[config.mk]
export PLATFORM = sky130hd
export DESIGN_NAME = bridge_config_header_mid
export DESIGN_NICKNAME = d
export VERILOG_FILES = /design/src/rtl/bridge_hdr_pkg.sv /design/src/rtl/latency_if.sv /design/src/rtl/master_latency_timer.sv /design/src/rtl/bridge_config_header_mid.sv
export SDC_FILE = /design/constraint.sdc
export NUM_CORES = 1
export LEC_CHECK = 0
export BUFFER_PORTS_ARGS = -buffer_cell sky130_fd_sc_hd__buf_2
export CAP_MARGIN = 10
export CORE_UTILIZATION = 35
export CTS_CLUSTER_SIZE = 10
export DETAILED_ROUTE_END_ITERATION = 12
export GPL_TIMING_DRIVEN = 0
export PLACE_DENSITY_LB_ADDON = 0.15
export SLEW_MARGIN = 20
export SYNTH_ARGS = -nofsm -noshare
export SYNTH_HDL_FRONTEND = slang
export SYNTH_SLANG_ARGS = --single-unit
[constraint.sdc]
create_clock -name clk -period 4.3 [get_ports clk]
set_input_delay 0 -clock clk [delete_from_list [all_inputs] [get_ports clk]]
set_output_delay 0 -clock clk [all_outputs]
set_load 0.1 [all_outputs]
[src/rtl/bridge_hdr_pkg.sv]
// constants for the middle part of the bridge configuration header
package bridge_hdr_pkg;
  // ------------------------------------------------------------
  // dword offsets
  // ------------------------------------------------------------
  localparam logic [7:0] class_dword_offset = 8'h08;
  localparam logic [7:0] cache_dword_offset = 8'h0c;
  localparam logic [7:0] bus_dword_offset = 8'h18;
  // ------------------------------------------------------------
  // field positions (low bit of each byte lane)
  // ------------------------------------------------------------
  localparam int base_class_lsb = 24;
  localparam int cache_line_lsb = 0;
  localparam int latency_lsb = 8;
  localparam int header_type_lsb = 16;
  localparam int upstream_bus_lsb = 0;
  localparam int downstream_bus_lsb = 8;
  localparam int highest_bus_lsb = 16;
  // ------------------------------------------------------------
  // reset and constant values
  // ------------------------------------------------------------
  localparam logic [7:0] base_class_value = 8'h06;
  localparam logic [7:0] header_type_value = 8'h01;
  localparam logic [7:0] cache_line_reset = 8'h00;
  localparam logic [7:0] latency_reset = 8'h00;
  localparam logic [7:0] bus_number_reset = 8'h00;
  localparam logic [7:0] max_line_words = 8'h10;
  // ------------------------------------------------------------
  // configuration commands and forwarding decisions
  // ------------------------------------------------------------
  localparam logic [3:0] cmd_cfg_read = 4'ha;
  localparam logic [3:0] cmd_cfg_write = 4'hb;
  typedef enum logic [1:0] {
    fwd_none = 2'b00,
    fwd_type1 = 2'b01,
    fwd_type0 = 2'b10,
    fwd_special = 2'b11
  } fwd_type;
endpackage : bridge_hdr_pkg

[src/rtl/latency_if.sv]
// signals between the header and the primary master latency timer
interface latency_if;
  logic [7:0] count;
  logic frame_start;
  logic master_busy;
  logic gnt_removed;
  logic mwi_cycle;
  logic data_done;
  logic expired;
  logic release_bus;
  modport hdr(output count, frame_start, master_busy, gnt_removed, mwi_cycle, data_done,
    input expired, release_bus);
  modport timer(input count, frame_start, master_busy, gnt_removed, mwi_cycle, data_done,
    output expired, release_bus);
endinterface : latency_if

[src/rtl/master_latency_timer.sv]
// primary master latency timer, counting clocks from frame assertion
module master_latency_timer (
  input wire logic clk,       // primary clock
  input wire logic rst_n,     // synchronous reset
  latency_if.timer lt         // timer side
);
  logic [7:0] elapsed_reg;
  logic expired_reg;

  // ------------------------------------------------------------
  // counter
  // ------------------------------------------------------------
  always_ff @(posedge clk) begin
    if (!rst_n) begin
      elapsed_reg <= 8'h00;
    end else if (lt.frame_start) begin
      elapsed_reg <= 8'h01;
    end else if (lt.master_busy && elapsed_reg != 8'hff) begin
      elapsed_reg <= elapsed_reg + 8'h01;
    end
  end

  always_ff @(posedge clk) begin
    if (!rst_n) begin
      expired_reg <= 1'b0;
    end else if (lt.frame_start) begin
      expired_reg <= (lt.count <= 8'h01);
    end else if (lt.master_busy) begin
      expired_reg <= expired_reg || (elapsed_reg + 8'h01 >= lt.count);
    end else begin
      expired_reg <= 1'b0;
    end
  end

  assign lt.expired = expired_reg;
  // zero count: give up after first data phase once grant is gone, not for mwi
  assign lt.release_bus = lt.master_busy && lt.gnt_removed && !lt.mwi_cycle &&
    ((lt.count == 8'h00) ? lt.data_done : expired_reg);
endmodule : master_latency_timer

[src/rtl/bridge_config_header_mid.sv]
// middle dwords of the bridge configuration header with forwarding decode
module bridge_config_header_mid
  import bridge_hdr_pkg::*;
(
  input wire logic clk,                          // primary clock
  input wire logic rst_n,                        // primary reset, low active
  input wire logic cfg_valid,                    // type 0 config data phase
  input wire logic [3:0] cfg_cmd,                // command code
  input wire logic [7:0] cfg_dword_addr,         // config byte address of dword
  input wire logic [3:0] upstream_cmd_byte_en_n, // byte enables, low active
  input wire logic [31:0] cfg_wdata,             // write data
  output logic [31:0] cfg_rdata,                 // read data
  output logic cfg_hit,                          // address falls in this block
  input wire logic pri_frame_start,              // we assert primary frame
  input wire logic pri_master_busy,              // we own primary bus as master
  input wire logic pri_gnt_removed,              // primary grant deasserted
  input wire logic pri_mwi_cycle,                // current cycle is write-invalidate
  input wire logic pri_data_done,                // first data phase completed
  output logic pri_timer_expired,                // latency timer expired
  output logic pri_release_bus,                  // give up the primary bus
  output logic [7:0] line_words,                 // effective cache line size
  output logic [7:0] latency_count,              // programmed latency count
  input wire logic pri_type1_valid,              // type 1 cycle seen on primary
  input wire logic [7:0] pri_type1_bus,          // its bus number
  output fwd_type pri_type1_action,              // how to forward it
  input wire logic sec_type1_valid,              // type 1 cycle seen on secondary
  input wire logic [7:0] sec_type1_bus,          // its bus number
  output logic sec_to_special,                   // convert to special cycle upstream
  output logic sec_pass_up,                      // pass upstream unaltered
  output logic [7:0] upstream_bus,               // upstream bus number
  output logic [7:0] downstream_bus,             // downstream bus number
  output logic [7:0] highest_bus                 // highest bus behind
);
  logic [7:0] cache_line_size_reg;
  logic [7:0] latency_reg;
  logic [7:0] upstream_bus_reg;
  logic [7:0] downstream_bus_reg;
  logic [7:0] highest_bus_reg;
  logic [31:0] rdata_next;
  logic [31:0] cfg_rdata_reg;
  logic [7:0] line_words_reg;
  logic [7:0] line_words_next;
  fwd_type pri_action_reg;
  fwd_type pri_action_next;
  logic sec_special_reg;
  logic sec_pass_reg;
  logic [3:0] lane_we;
  logic wr;
  latency_if lt ();

  // ------------------------------------------------------------
  // access decode
  // ------------------------------------------------------------
  assign cfg_hit = (cfg_dword_addr == class_dword_offset) ||
    (cfg_dword_addr == cache_dword_offset) || (cfg_dword_addr == bus_dword_offset);
  assign wr = cfg_valid && (cfg_cmd == cmd_cfg_write);
  assign lane_we = {4{wr}} & ~upstream_cmd_byte_en_n;

  // ------------------------------------------------------------
  // writable fields
  // ------------------------------------------------------------
  always_ff @(posedge clk) begin
    if (!rst_n) begin
      cache_line_size_reg <= cache_line_reset;
      latency_reg <= latency_reset;
    end else if (cfg_dword_addr == cache_dword_offset) begin
      if (lane_we[0]) begin
        cache_line_size_reg <= cfg_wdata[cache_line_lsb +: 8];
      end
      if (lane_we[1]) begin
        latency_reg <= cfg_wdata[latency_lsb +: 8];
      end
    end
  end

  always_ff @(posedge clk) begin
    if (!rst_n) begin
      upstream_bus_reg <= bus_number_reset;
      downstream_bus_reg <= bus_number_reset;
      highest_bus_reg <= bus_number_reset;
    end else if (cfg_dword_addr == bus_dword_offset) begin
      if (lane_we[0]) begin
        upstream_bus_reg <= cfg_wdata[upstream_bus_lsb +: 8];
      end
      if (lane_we[1]) begin
        downstream_bus_reg <= cfg_wdata[downstream_bus_lsb +: 8];
      end
      if (lane_we[2]) begin
        highest_bus_reg <= cfg_wdata[highest_bus_lsb +: 8];
      end
    end
  end

  // ------------------------------------------------------------
  // read path
  // ------------------------------------------------------------
  always_comb begin
    rdata_next = 32'h0000_0000;
    case (cfg_dword_addr)
      class_dword_offset: begin
        rdata_next[base_class_lsb +: 8] = base_class_value;
      end
      cache_dword_offset: begin
        rdata_next[cache_line_lsb +: 8] = cache_line_size_reg;
        rdata_next[latency_lsb +: 8] = latency_reg;
        rdata_next[header_type_lsb +: 8] = header_type_value;
      end
      bus_dword_offset: begin
        rdata_next[upstream_bus_lsb +: 8] = upstream_bus_reg;
        rdata_next[downstream_bus_lsb +: 8] = downstream_bus_reg;
        rdata_next[highest_bus_lsb +: 8] = highest_bus_reg;
      end
      default: begin
        rdata_next = 32'h0000_0000;
      end
    endcase
  end

  always_ff @(posedge clk) begin
    if (!rst_n) begin
      cfg_rdata_reg <= 32'h0000_0000;
    end else if (cfg_valid && cfg_cmd == cmd_cfg_read) begin
      cfg_rdata_reg <= rdata_next;
    end
  end
  assign cfg_rdata = cfg_rdata_reg;

  // ------------------------------------------------------------
  // effective cache line size
  // ------------------------------------------------------------
  always_comb begin
    line_words_next = max_line_words;
    if (cache_line_size_reg <= max_line_words &&
        (cache_line_size_reg & (cache_line_size_reg - 8'h01)) == 8'h00 &&
        cache_line_size_reg != 8'h00) begin
      line_words_next = cache_line_size_reg;
    end
  end

  always_ff @(posedge clk) begin
    if (!rst_n) begin
      line_words_reg <= max_line_words;
    end else begin
      line_words_reg <= line_words_next;
    end
  end
  assign line_words = line_words_reg;
  assign latency_count = latency_reg;

  // ------------------------------------------------------------
  // bus number decode for configuration forwarding
  // ------------------------------------------------------------
  always_comb begin
    pri_action_next = fwd_none;
    if (pri_type1_valid) begin
      if (pri_type1_bus == downstream_bus_reg) begin
        pri_action_next = fwd_type0;
      end else if (pri_type1_bus > downstream_bus_reg && pri_type1_bus <= highest_bus_reg) begin
        pri_action_next = fwd_type1;
      end
    end
  end

  always_ff @(posedge clk) begin
    if (!rst_n) begin
      pri_action_reg <= fwd_none;
    end else begin
      pri_action_reg <= pri_action_next;
    end
  end

  always_ff @(posedge clk) begin
    if (!rst_n) begin
      sec_special_reg <= 1'b0;
      sec_pass_reg <= 1'b0;
    end else begin
      sec_special_reg <= sec_type1_valid && (sec_type1_bus == upstream_bus_reg);
      sec_pass_reg <= sec_type1_valid && (sec_type1_bus != upstream_bus_reg) &&
        (sec_type1_bus < downstream_bus_reg || sec_type1_bus > highest_bus_reg);
    end
  end
  assign pri_type1_action = pri_action_reg;
  assign sec_to_special = sec_special_reg;
  assign sec_pass_up = sec_pass_reg;
  assign upstream_bus = upstream_bus_reg;
  assign downstream_bus = downstream_bus_reg;
  assign highest_bus = highest_bus_reg;

  // ------------------------------------------------------------
  // primary latency timer
  // ------------------------------------------------------------
  assign lt.count = latency_reg;
  assign lt.frame_start = pri_frame_start;
  assign lt.master_busy = pri_master_busy;
  assign lt.gnt_removed = pri_gnt_removed;
  assign lt.mwi_cycle = pri_mwi_cycle;
  assign lt.data_done = pri_data_done;
  assign pri_timer_expired = lt.expired;
  assign pri_release_bus = lt.release_bus;

  master_latency_timer timer_u (
    .clk(clk),
    .rst_n(rst_n),
    .lt(lt)
  );
endmodule : bridge_config_header_mid

==> flow_summary.toml <==
[run_status]
status = "completed"

[worst_setup_path]
r2r_setup_slack_ns = 2.17
crit_fanout = 5
cp_slowest_cell = "dfxtp_1"
path_buf_inv = 0
slowest_delay_ns = 0.43
cp-endpoint = "timer_u.lt.expired"
critical_path.top_delay_family = "compound AO/OA/AOI/OAI gates"
r2r_cells = 9
crit_required_ns = 4.54
crit_type = "flop to flop"
setup.worst_path.start_class = "flop"
reg2reg_from = "timer_u.elapsed_reg[0]"
cp-end-kind = "flop"
rr_endpoint = "timer_u.lt.expired"
path_cells = "and3_1 > nand3_1 > nor2_1 > xor2_1 > ha_1 > a211oi_1 > o21ai_0 > a21oi_1 > o22ai_1"
worstPathArrival_ns = 2.37
cp_num_cells = 9
startpoint = "timer_u.elapsed_reg[0]"

[min_path]
worstHoldStart = "pri_master_busy"
worst_hold_path_type = "input port to flop"

[synth]
avgSynthCellArea_um2 = 9.23
netlist_area_um2 = 4540
ys.warnings.count = 0
ys_seq_elements = 86
synth_cell_types = 50
async_reset_ff_share_pct = 0
syn-instance-count = 492
ys_seq_area_share_pct = 37.9
ys.flop_type = "dfxtp_1"
synth_edf_count = 0

[clock_tree]
clkLatencyLatePin_ns = 0.35
htreeDepth = 3
postCtsSetupBuffers = 0
cts_buffer_depth = 2
cts-buffers-inserted = 9
clkTransAtPathRegs_ns = 0.07
cts_tree = "built"
numClockSinks = 86
clockRootBuffer = "clkbuf_16"

[global_route]
antenna_found_initial = 0
grt_pass1_vias = 4032
grt_max_degree = 17
grt_pass1_wl_um = 20600
overflow = 0
grt_util_all_layers_pct = 20.5

[timing]
final-max-slew-violation-count = 0
tns_ns = 0
setup_viol = 0
hold_violations = 0
layout_min_cycle_time_ns = 2.13
worst_pin_slew_ns = 0.757
layout_setup_ws_ns = 2.17
rsz0062_at_grt = "no"
finalCritPeriodShare_pct = 49.5
finClkSkew_ns = 0.00903
max_freq_mhz = 470
max-slew-margin-rel_pct = 49.2

[floorplan]
coreArea_um2 = 12600
die_w_um = 116
io_pins = 153
fp.dieH_um = 116
rows = 41
initial_core_util_pct = 36.0
dieArea_um2 = 13400

[detailed_routing]
drt-initial-drc-count = 200
drcViolationCount = 0
dr.pass1.iters = 5
drt-total-wl_um = 13300
route.vias.total = 4176
wire_per_inst_um = 15.6
vias_per_cell = 4.90
drtAntennaViolNets = 0

[cells_and_area]
fin_util_pct = 47.7
n_antenna_cell = 0
nets = 789
drive_above_1_share_pct = 25.6
area_growth_pct = 32.6
largest_reg_flops = 25
final_common_cell = "buf_2"
final_cell_mix = "139 x buf_2, 86 x dfxtp_1, 79 x nand2_1"
fin_area_um2 = 6020

[placement]
place_area_um2 = 5470
portBuffers = 137
dp_slack_ns = 2.20
post-dp-hpwl_um = 10400
place_congestion = 0.865

[job]
drv_cap = 0

[power]
p_leak_nw = 2.54
power_mw = 1.76
p_per_area_nw_per_um2 = 293
peakVddDrop_uv = 161
[cell families (layout without fill, tap and decap cells)]
logic type / Yosys count / after routing / synth area share [%]
compound gates: 91 / 91 / 13.9
xor+xnor: 18 / 18 / 3.47
fa+ha+maj: 40 / 40 / 11.0
buf+inv: 45 / 225 / 4.35
flops: 86 / 86 / 37.9
mux: 42 / 42 / 9.25
other cells: 1 / 9 / 0.0825
simple gates: 169 / 169 / 20.0
[final cells by class]
| type | instances | area, µm² |
|---|---|---|
| Sequential cell | 86 | 1720 |
| Fill cell | 1317 | 6600 |
| Clock buffer | 9 | 225 |
| Multi-Input combinational cell | 369 | 2650 |
| Inverter | 23 | 86.3 |
| Buffer | 22 | 111 |
| Timing Repair Buffer | 164 | 956 |
| Clock inverter | 7 | 55.1 |
| Tap cell | 172 | 215 |
[synth_stat cells, types with 3 or more instances]
cell type   n  share of area (%)
dfxtp_1    86                 38
nor2_1     16                1.3
a21boi_0    8                1.3
o211ai_1    3               0.50
xor2_1      5               0.96
ha_1       40                 11
or3_1       4               0.55
nor3_1      3               0.33
nor4_1      3               0.41
clkbuf_1   12               0.99
inv_1      23                1.9
a21oi_1    16                1.8
and2_1      3               0.41
nand2b_1    9                1.2
mux2i_1    42                9.3
o21ai_0    10                1.1
nor2b_1    21                2.9
a22oi_1    23                3.8
nor2_4      4               0.99
buf_4       7                1.2
nand3_1     3               0.33
xnor2_1    13                2.5
o21a_1      5               0.83
a21boi_1    9                1.5
a211oi_1    4               0.66
nand2_1    79                6.5
nand4_1    10                1.4
[routing by layer]
layer	part of all wire (%)	vias to the layer above	GRT usage, %	wire length [µm]
li1	-	2083	-	-
met1	45	1946	25.1	5990
met2	46	129	34.7	6080
met3	6.8	18	4.03	907
met4	2.3	0	9.15	301
met5	0	-	0	0
[where the power goes]
group / leakage, nW / total, mW / switching, mW / internal (mW)
clock: 0.133 / 0.747 / 0.348 / 0.399
combinational: 1.71 / 0.213 / 0.129 / 0.0841
sequential: 0.695 / 0.805 / 0.00363 / 0.801
[timing repair]
action	CTS	global route
gates resized for setup	0	0
hold buffers	27	0
hold endpoints to repair	45	0
[how the worst min path moves through the flow]
stage                             endpoint  slack (ns)  cells after the start
CTS                    pri_type1_action[1]       0.002                      3
global route            timer_u.lt.expired        0.03                      3
floorplan           timer_u.elapsed_reg[0]        0.12                      1
detailed placement          highest_bus[2]        0.27                      3
global placement            highest_bus[3]        0.26                      3
finish                  timer_u.lt.expired        0.01                      3
[worst register-to-register path, stage by stage (launching register included)]
cell and delay (ns):
dfxtp_1 0.43, and3_1 0.18, nand3_1 0.16, nor2_1 0.18, xor2_1 0.21, ha_1 0.27
a211oi_1 0.21, o21ai_0 0.11, a21oi_1 0.15, o22ai_1 0.10
[metrics by stage]
step	hold WS [ns]	cells
final	0.0127	852
after global placement	0.256	809
after floorplan	0.124	500
after global routing	0.0288	852
after CTS	0.00212	852
after detailed placement	0.268	809
(Power assumes the default switching activity.)
